## src/core/sinc3_pkg.sv

```systemverilog
// shared constants and types of the sinc3 decimation filter
package sinc3_pkg;

   // ----------------------------------------------------------------
   // decimation word
   // ----------------------------------------------------------------
   localparam int DEC_WIDTH      = 12;
   localparam int HIGH_WIDTH     = 4;
   localparam int LOW_WIDTH      = 8;
   localparam int MIN_DEC        = 19;

   // ----------------------------------------------------------------
   // timebase, master clock divisors
   // ----------------------------------------------------------------
   localparam int MOD_DIV        = 128;
   localparam int REF_DIV        = 64;

   // ----------------------------------------------------------------
   // datapath
   // ----------------------------------------------------------------
   localparam int SETTLE_PERIODS = 3;
   localparam int OUT_WIDTH      = 24;
   localparam int SCALE_SHIFT    = 22;
   localparam int FIFO_DEPTH     = 8;

   // ----------------------------------------------------------------
   // normalising divider
   // ----------------------------------------------------------------
   typedef enum logic [1:0] {
      DIV_IDLE,
      DIV_RUN,
      DIV_PUSH
   } div_state_type;

endpackage

```

## src/core/sinc3_decimation_filter.sv

```systemverilog
// sinc3 decimation filter: integrators, combs, settling control, normaliser
`timescale 1ns/10ps
`default_nettype none

module sinc3_decimation_filter #(
   parameter int DEC_WIDTH  = sinc3_pkg::DEC_WIDTH,
   parameter int MIN_DEC    = sinc3_pkg::MIN_DEC,
   parameter int OUT_WIDTH  = sinc3_pkg::OUT_WIDTH,
   parameter int FIFO_DEPTH = sinc3_pkg::FIFO_DEPTH
) (
   // clock and reset
   input  wire logic                 clk,
   input  wire logic                 nrst,
   // modulator stream
   input  wire logic                 mod_bit,
   // decimation word, high and low parts
   input  wire logic [3:0]           decimation_word_high,
   input  wire logic [7:0]           decimation_word_low,
   // restart sources
   input  wire logic                 restart_pin_n,
   input  wire logic                 filter_restart_bit,
   input  wire logic                 channel_change,
   // conversion words to the output data register
   output logic                      data_valid,
   input  wire logic                 data_ready,
   output logic      [OUT_WIDTH-1:0] data,
   // status and strobes
   output logic                      settling,
   output logic                      overrun,
   output logic                      mod_sample_tick,
   output logic                      ref_sample_tick
);

   localparam int AW = 3 * DEC_WIDTH + 2;
   localparam int QW = AW + sinc3_pkg::SCALE_SHIFT;
   localparam int SW = $clog2(QW + 1);

   // ----------------------------------------------------------------
   // parameter check
   // ----------------------------------------------------------------
   if (DEC_WIDTH != sinc3_pkg::HIGH_WIDTH + sinc3_pkg::LOW_WIDTH ||
       MIN_DEC < 2 || MIN_DEC >= (1 << DEC_WIDTH) ||
       OUT_WIDTH < sinc3_pkg::SCALE_SHIFT + 2) begin : g_bad_cfg
      $error("filter parameters out of range");
   end

   // ----------------------------------------------------------------
   // timebase
   // ----------------------------------------------------------------
   logic mod_tick;

   // reference strobe at clock over 64
   sinc3_timebase #(
      .MOD_DIV (sinc3_pkg::MOD_DIV),
      .REF_DIV (sinc3_pkg::REF_DIV)
   ) u_timebase (
      .clk      (clk),
      .nrst     (nrst),
      .mod_tick (mod_tick),
      .ref_tick (ref_sample_tick)
   );

   assign mod_sample_tick = mod_tick;

   // ----------------------------------------------------------------
   // restart pin synchroniser
   // ----------------------------------------------------------------
   logic [2:0] pin_sync;
   logic       pin_level;
   logic       next_pin_level;

   always_comb begin
      next_pin_level = (pin_sync[1] == pin_sync[2]) ? pin_sync[2] : pin_level;
   end

   always_ff @(posedge clk or negedge nrst) begin
      if (!nrst) begin
         pin_sync  <= 3'h7;
         pin_level <= 1'b1;
      end else begin
         pin_sync  <= {pin_sync[1:0], restart_pin_n};
         pin_level <= next_pin_level;
      end
   end

   // ----------------------------------------------------------------
   // decimation word and restart decision
   // ----------------------------------------------------------------
   function automatic logic [DEC_WIDTH-1:0] clamp_word(input logic [DEC_WIDTH-1:0] w);
      clamp_word = (w < DEC_WIDTH'(MIN_DEC)) ? DEC_WIDTH'(MIN_DEC) : w;
   endfunction

   logic [DEC_WIDTH-1:0] word_in;
   logic [DEC_WIDTH-1:0] dec_n;
   logic [AW-1:0]        dec_cube;
   logic                 hold;

   always_comb begin
      word_in = clamp_word({decimation_word_high, decimation_word_low});
      // pin, bit, channel change or new decimation word holds filter in restart
      hold    = !pin_level || filter_restart_bit || channel_change || (word_in != dec_n);
   end

   // ----------------------------------------------------------------
   // integrators and combs
   // ----------------------------------------------------------------
   logic [AW-1:0]        integ [3];
   logic [AW-1:0]        delay [3];
   logic [AW-1:0]        comb_out;
   logic [DEC_WIDTH-1:0] sample_cnt;
   logic [1:0]           settle_cnt;
   logic                 emit;
   logic [AW-1:0]        next_integ [3];
   logic [AW-1:0]        next_delay [3];
   logic [AW-1:0]        next_comb_out;
   logic [DEC_WIDTH-1:0] next_sample_cnt;
   logic [1:0]           next_settle_cnt;
   logic [DEC_WIDTH-1:0] next_dec_n;
   logic [AW-1:0]        next_dec_cube;
   logic                 next_emit;

   always_comb begin
      logic [AW-1:0] x;
      logic [AW-1:0] stage;
      logic          decim;
      x     = '0;
      stage = '0;
      decim = mod_tick && (sample_cnt == dec_n - 1'b1);
      next_integ      = integ;
      next_delay      = delay;
      next_comb_out   = comb_out;
      next_sample_cnt = sample_cnt;
      next_settle_cnt = settle_cnt;
      next_dec_n      = dec_n;
      next_dec_cube   = dec_cube;
      next_emit       = 1'b0;
      if (hold) begin
         // clearing integrators, delays and counters makes the third output fully settled
         next_integ      = '{default: '0};
         next_delay      = '{default: '0};
         next_sample_cnt = '0;
         next_settle_cnt = '0;
         next_dec_n      = word_in;
         next_dec_cube   = AW'(word_in) * AW'(word_in) * AW'(word_in);
      end else if (mod_tick) begin
         // bit mapped to plus or minus one
         x = mod_bit ? AW'(1) : {AW{1'b1}};
         // integrators wrap, combs undo the wrap
         next_integ[0] = integ[0] + x;
         next_integ[1] = integ[1] + next_integ[0];
         next_integ[2] = integ[2] + next_integ[1];
         next_sample_cnt = decim ? '0 : sample_cnt + 1'b1;
         if (decim) begin
            // unit-delay combs at the decimated rate
            // response fixed by the sinc3 structure
            stage = next_integ[2];
            for (int k = 0; k < 3; k++) begin
               next_delay[k] = stage;
               stage         = stage - delay[k];
            end
            next_comb_out = stage;
            // third output after restart is the first one passed on
            next_emit = (settle_cnt >= 2'(sinc3_pkg::SETTLE_PERIODS - 1));
            if (settle_cnt != 2'(sinc3_pkg::SETTLE_PERIODS)) begin
               next_settle_cnt = settle_cnt + 1'b1;
            end
         end
      end
   end

   always_ff @(posedge clk or negedge nrst) begin
      if (!nrst) begin
         integ      <= '{default: '0};
         delay      <= '{default: '0};
         comb_out   <= '0;
         sample_cnt <= '0;
         settle_cnt <= '0;
         dec_n      <= DEC_WIDTH'(MIN_DEC);
         dec_cube   <= AW'(MIN_DEC) * AW'(MIN_DEC) * AW'(MIN_DEC);
         emit       <= 1'b0;
      end else begin
         integ      <= next_integ;
         delay      <= next_delay;
         comb_out   <= next_comb_out;
         sample_cnt <= next_sample_cnt;
         settle_cnt <= next_settle_cnt;
         dec_n      <= next_dec_n;
         dec_cube   <= next_dec_cube;
         emit       <= next_emit;
      end
   end

   assign settling = (settle_cnt != 2'(sinc3_pkg::SETTLE_PERIODS));

   // ----------------------------------------------------------------
   // normaliser: divides by N cubed, one quotient bit per clock
   // ----------------------------------------------------------------
   sinc3_pkg::div_state_type div_state;
   sinc3_pkg::div_state_type next_div_state;
   logic [QW-1:0]            dividend;
   logic [QW-1:0]            quot;
   logic [AW-1:0]            rem;
   logic [SW-1:0]            step;
   logic                     negative;
   logic [OUT_WIDTH-1:0]     result;
   logic                     fifo_ready;
   logic [QW-1:0]            next_dividend;
   logic [QW-1:0]            next_quot;
   logic [AW-1:0]            next_rem;
   logic [SW-1:0]            next_step;
   logic                     next_negative;
   logic [OUT_WIDTH-1:0]     next_result;
   logic                     next_overrun;

   always_comb begin
      logic [AW-1:0]        trial;
      logic [AW-1:0]        mag;
      logic [OUT_WIDTH-1:0] q;
      trial          = {rem[AW-2:0], dividend[QW-1]};
      mag            = comb_out[AW-1] ? -comb_out : comb_out;
      q              = quot[OUT_WIDTH-1:0];
      next_div_state = div_state;
      next_dividend  = dividend;
      next_quot      = quot;
      next_rem       = rem;
      next_step      = step;
      next_negative  = negative;
      next_result    = result;
      // a new word while the last is still pending is lost and flagged
      next_overrun   = (overrun && !hold) || (emit && div_state != sinc3_pkg::DIV_IDLE);
      unique case (div_state)
         sinc3_pkg::DIV_IDLE: begin
            if (emit) begin
               // full scale maps to 2^22, leaving a factor two of headroom
               next_dividend  = {mag, {sinc3_pkg::SCALE_SHIFT{1'b0}}};
               next_negative  = comb_out[AW-1];
               next_rem       = '0;
               next_quot      = '0;
               next_step      = '0;
               next_div_state = sinc3_pkg::DIV_RUN;
            end
         end
         sinc3_pkg::DIV_RUN: begin
            // restoring division by N cubed in one pass, one quotient bit per step
            next_dividend = {dividend[QW-2:0], 1'b0};
            if (trial >= dec_cube) begin
               next_rem  = trial - dec_cube;
               next_quot = {quot[QW-2:0], 1'b1};
            end else begin
               next_rem  = trial;
               next_quot = {quot[QW-2:0], 1'b0};
            end
            next_step = step + 1'b1;
            if (hold) begin
               next_div_state = sinc3_pkg::DIV_IDLE;
            end else if (step == SW'(QW)) begin
               next_result    = negative ? -q : q;
               next_dividend  = dividend;
               next_quot      = quot;
               next_rem       = rem;
               next_div_state = sinc3_pkg::DIV_PUSH;
            end
         end
         sinc3_pkg::DIV_PUSH: begin
            // full fifo stalls the normaliser here
            if (fifo_ready) begin
               next_div_state = sinc3_pkg::DIV_IDLE;
            end
         end
         default: begin
            next_div_state = sinc3_pkg::DIV_IDLE;
         end
      endcase
   end

   always_ff @(posedge clk or negedge nrst) begin
      if (!nrst) begin
         div_state <= sinc3_pkg::DIV_IDLE;
         dividend  <= '0;
         quot      <= '0;
         rem       <= '0;
         step      <= '0;
         negative  <= 1'b0;
         result    <= '0;
         overrun   <= 1'b0;
      end else begin
         div_state <= next_div_state;
         dividend  <= next_dividend;
         quot      <= next_quot;
         rem       <= next_rem;
         step      <= next_step;
         negative  <= next_negative;
         result    <= next_result;
         overrun   <= next_overrun;
      end
   end

   // ----------------------------------------------------------------
   // output buffer
   // ----------------------------------------------------------------
   sinc3_fifo #(
      .WIDTH (OUT_WIDTH),
      .DEPTH (FIFO_DEPTH)
   ) u_fifo (
      .clk       (clk),
      .nrst      (nrst),
      .in_valid  (div_state == sinc3_pkg::DIV_PUSH),
      .in_ready  (fifo_ready),
      .in_data   (result),
      .out_valid (data_valid),
      .out_ready (data_ready),
      .out_data  (data)
   );

endmodule
`default_nettype wire

```

## src/core/sinc3_fifo.sv

```systemverilog
// small valid/ready fifo held in flip-flops
`timescale 1ns/10ps
`default_nettype none
module sinc3_fifo #(
   parameter int WIDTH = sinc3_pkg::OUT_WIDTH,
   parameter int DEPTH = sinc3_pkg::FIFO_DEPTH
) (
   // clock and reset
   input  wire logic             clk,
   input  wire logic             nrst,
   // filling side
   input  wire logic             in_valid,
   output logic                  in_ready,
   input  wire logic [WIDTH-1:0] in_data,
   // draining side
   output logic                  out_valid,
   input  wire logic             out_ready,
   output logic      [WIDTH-1:0] out_data
);

   localparam int AW = (DEPTH > 1) ? $clog2(DEPTH) : 1;

   // ----------------------------------------------------------------
   // parameter check
   // ----------------------------------------------------------------
   if (DEPTH < 2 || (DEPTH & (DEPTH - 1)) != 0 || WIDTH < 1) begin : g_bad_fifo
      $error("fifo depth must be a power of two, at least two");
   end

   // ----------------------------------------------------------------
   // storage and pointers
   // ----------------------------------------------------------------
   logic [WIDTH-1:0] mem [DEPTH];
   logic [AW:0]      wr_ptr;
   logic [AW:0]      rd_ptr;
   logic [AW:0]      next_wr_ptr;
   logic [AW:0]      next_rd_ptr;
   logic             push;
   logic             pop;

   always_comb begin
      in_ready    = (wr_ptr - rd_ptr) != (AW+1)'(DEPTH);
      out_valid   = wr_ptr != rd_ptr;
      push        = in_valid && in_ready;
      pop         = out_valid && out_ready;
      next_wr_ptr = push ? wr_ptr + 1'b1 : wr_ptr;
      next_rd_ptr = pop ? rd_ptr + 1'b1 : rd_ptr;
      out_data    = mem[rd_ptr[AW-1:0]];
   end

   // no reset on storage: contents are only read behind out_valid
   always_ff @(posedge clk) begin
      if (push) begin
         mem[wr_ptr[AW-1:0]] <= in_data;
      end
   end

   always_ff @(posedge clk or negedge nrst) begin
      if (!nrst) begin
         wr_ptr <= '0;
         rd_ptr <= '0;
      end else begin
         wr_ptr <= next_wr_ptr;
         rd_ptr <= next_rd_ptr;
      end
   end

endmodule
`default_nettype wire

```

## src/core/sinc3_timebase.sv

```systemverilog
// modulator and reference sample strobes derived from the master clock
`timescale 1ns/10ps
`default_nettype none
module sinc3_timebase #(
   parameter int MOD_DIV = sinc3_pkg::MOD_DIV,
   parameter int REF_DIV = sinc3_pkg::REF_DIV
) (
   // clock and reset
   input  wire logic clk,
   input  wire logic nrst,
   // strobes
   output logic      mod_tick,
   output logic      ref_tick
);

   localparam int CW = $clog2(MOD_DIV);

   // ----------------------------------------------------------------
   // parameter check
   // ----------------------------------------------------------------
   if (MOD_DIV < 2 || REF_DIV < 1 || (MOD_DIV % REF_DIV) != 0) begin : g_bad_div
      $error("timebase divisors must nest evenly");
   end

   // ----------------------------------------------------------------
   // divider
   // ----------------------------------------------------------------
   logic [CW-1:0] count;
   logic [CW-1:0] next_count;
   logic          next_mod_tick;
   logic          next_ref_tick;

   always_comb begin
      next_count    = (count == CW'(MOD_DIV - 1)) ? '0 : count + 1'b1;
      next_mod_tick = (count == CW'(MOD_DIV - 1));
      next_ref_tick = ((count % CW'(REF_DIV)) == CW'(REF_DIV - 1));
   end

   always_ff @(posedge clk or negedge nrst) begin
      if (!nrst) begin
         count    <= '0;
         mod_tick <= 1'b0;
         ref_tick <= 1'b0;
      end else begin
         count    <= next_count;
         mod_tick <= next_mod_tick;
         ref_tick <= next_ref_tick;
      end
   end

endmodule
`default_nettype wire

```

## config.mk

```make
export PLATFORM = sky130hd
export DESIGN_NAME = sinc3_decimation_filter
export DESIGN_NICKNAME = d
export VERILOG_FILES = /design/src/core/sinc3_pkg.sv /design/src/core/sinc3_decimation_filter.sv /design/src/core/sinc3_fifo.sv /design/src/core/sinc3_timebase.sv
export SDC_FILE = /design/constraint.sdc
export NUM_CORES = 2
export LEC_CHECK = 0
export ABC_AREA = 1
export BUFFER_PORTS_ARGS = -buffer_cell sky130_fd_sc_hd__buf_2
export CORE_MARGIN = 3
export CORE_UTILIZATION = 65
export DETAILED_ROUTE_END_ITERATION = 10
export HOLD_SLACK_MARGIN = 0.06
export PLACE_DENSITY_LB_ADDON = 0.08
export SYNTH_ARGS = -nofsm -noshare
export SYNTH_HDL_FRONTEND = slang
export SYNTH_SLANG_ARGS = --single-unit
export TNS_END_PERCENT = 30
```

## constraint.sdc

```tcl
create_clock -name clk -period 23.5 [get_ports clk]
set_clock_uncertainty 0.1 [all_clocks]
set_input_delay 1.175 -clock clk [delete_from_list [all_inputs] [get_ports clk]]
set_output_delay 1.175 -clock clk [all_outputs]
set_load 0.005 [all_outputs]
```

==> out/results.tsv <==
metric	value	unit
status	finished clean	
root_buffer	clkbuf_16	
design.portCount	48	
synth_xor_area_share	5.496	%
num_vias	44990	
cts_max_level	3	
nNetsFinal	7371	
syn-cell-area	54340	um2
ys_warn_count	0	
crit_fanout	28	
hpwlAfterDp	102000	um
cts_resized	0	
cts_buffer_depth	3	
overflow	0	
avgSynthCellArea	8.130	um2
die_y	295.1	um
postSynthCellCount	6684	
rows	105	
place.gp.congestion	0.9602	
synth_compound_area_share	14.95	%
synthTopCellsByArea	dfrtp_1 22%, fa_1 11%, edfxtp_1 11%	
finalMaxSlewViolations	0	
vias_per_cell	5.786	
crit_required	23.93	ns
cpPeakStageDelay	0.57	ns
fill_cells	6695	
synthFlopType	dfrtp_1	
antenna_found_initial	1	
layout-drive-gt1-share	4.505	%
area_growth	6.886	%
synthAdderAreaFrac	20.48	%
yosysTopAreaCell	dfrtp_1	
first_pass_iters	6	
portBuffers	47	
insertion_delay	0.66	ns
grt_pass1_wl	225600	um
core_area	82500	um2
synth_top_area_share	21.55	%
worstMarginPinSlew	1.068	ns
die_area	87110	um2
clkSlewWorstSetupHoldPaths	0.06	ns
ys_async_sr_fraction	71.51	%
setup.worst_path.start_class	input port	
initial_utilization	65.87	%
max_cap_violations	0	
yosysSeqAreaShare	32.84	%
setup_viol	0	
synth.distinct_cells	69	
ys_ff_latch	674	
remaining_drc_errors	0	
crit_path_end_kind	flip-flop	
grt_usage	32.04	%
grt_pass1_vias	43830	
antenna_left	0	
criticalPathCategory	input port to flip-flop	
critical_path.most_common_cell	fa_1	
finalSetupTns	0	ns
drt_iter0_drc	3382	
clock.fmax	0.08000	GHz
synth_top_family_by_area	adder cells	
arrival	12.93	ns
clock-sinks	674	
fin_crit	12.50	ns
post-cts-setup-buffers	0	
drt-total-wl	138600	um
grt_setup_unrepaired	false	
cts.hold.buffers_added	0	
cts_inserted_buffers	75	
hold_viol_final	0	
fin_crit_sh	53.19	%
relSlewSlack	28.77	%
grt_max_degree	158	
synth.area.mux_share	0.2947	%
synth_edf_count	192	
synth_nets	7414	
post_drt_wl_per_cell	17.82	um
hold_path_class	flip-flop to flip-flop	
tritoncts	built	
synthSimpleGateAreaFrac	17.11	%
cpMaxStageDelayCell	nor2_4	
die_w	295.1	um
-- per-stage QoR --
stage	utilization (%)	cells	cell area (um2)	hold slack, ns	worst slack, ns
detailed placement	67.12	7634	55380	0.2491	10.49
finish	70.40	7775	58090	0.2555	11.00
global route	70.40	7775	58090	0.2625	10.17
CTS	70.40	7774	58080	0.2568	11.16
floorplan	-	6684	54340	0.2452	12.53
global placement	67.12	7634	55380	0.2479	10.75
-- path summary, 6_finish.rpt --
check	startpoint	endpoint	slack [ns]	cells after the start
setup / recovery	decimation_word_high[3]	dec_cube[32]$_DFFE_PN0P_	11.00	50
hold / removal	pin_sync[0]$_DFF_PN1_	pin_sync[1]$_DFF_PN1_	0.26	0
setup reg to reg	integ[76]$_DFFE_PN0P_	comb_out[37]$_DFFE_PN0P_	12.37	58
hold reg to reg	pin_sync[0]$_DFF_PN1_	pin_sync[1]$_DFF_PN1_	0.26	0
max in group asynchronous	nrst	integ[97]$_DFFE_PN0P_	20.54	3
min in group asynchronous	nrst	rem[6]$_DFFE_PN0P_	0.51	1
-- layout make-up --
type,count,area (um2),area share [%]
tap,1070,1339,2.305
multi-input combinational,4770,31770,54.70
inverter,1041,3908,6.727
clock buffer,109,2258,3.888
antenna,1,2.502,0.004308
clock inverter,31,447.9,0.7712
sequential,674,17850,30.72
timing repair buffer,79,510.5,0.8789
-- kinds of logic after synthesis --
kind of cell    count (synthesis)
compound gates               1432
flops                         674
buf+inv                      1240
fa+ha+maj                     712
mux                            16
simple gates                 2268
xor+xnor                      341
other cells                     1
-- sequential cells by signal, indices dropped and copies added (netlist names), 2 cells and up --
register and flops:
integ 114, settle_cnt 2, sample_cnt 12, pin_sync 3, result 24, dec_n 12, quot 24, div_state 2
u_fifo.wr_ptr 4, dec_cube 35, rem 37, step 6, u_fifo.rd_ptr 4, dividend 38, delay 114, u_timebase.count 7
u_fifo.mem 192, comb_out 38
-- synthesized netlist by cell type, drive strengths merged, types with 114 or more instances --
cell type,number
nor2,657
fa,296
xor2,227
ha,415
nand2,1221
edfxtp,192
o21ai,606
inv,1032
clkbuf,121
nand3,214
a21oi,447
xnor2,114
dfrtp,468
-- placed cells by master, fill, tap and decap left out, types with 25 or more instances in the layout --
cell / count
a21o_1: 30
a21oi_1: 445
a22o_1: 78
a31oi_1: 56
buf_2: 46
buf_4: 30
clkbuf_16: 78
dfrtp_1: 467
edfxtp_1: 192
fa_1: 296
ha_1: 415
inv_1: 1022
nand2_1: 1210
nand3_1: 211
nand4_1: 34
nor2_1: 639
nor3_1: 58
nor4_1: 33
o21a_1: 25
o21ai_0: 473
o21ai_1: 133
o22ai_1: 70
xnor2_1: 114
xor2_1: 227
-- layer usage --
metal / wire [um] / vias to the layer above / global-route usage [%] / share of wire, %
met5: 0 / - / 0 / 0
met4: 2761 / 0 / 7.594 / 2.0
met3: 10350 / 201 / 5.972 / 7.5
met2: 61020 / 1458 / 49.89 / 44
met1: 64450 / 21510 / 46.85 / 47
li1: - / 21820 / - / -
-- worst max-delay path, delay by kind of cell --
| kind | cells | cell delay, ns |
|---|---|---|
| compound gates | 6 | 0.72 |
| fa+ha+maj | 12 | 5.61 |
| buf+inv | 11 | 1.96 |
| simple gates | 21 | 3.42 |
Power is left out: the tool's default activity adds up to more than one toggle a clock period on the data nets, which glitch-free logic cannot reach.
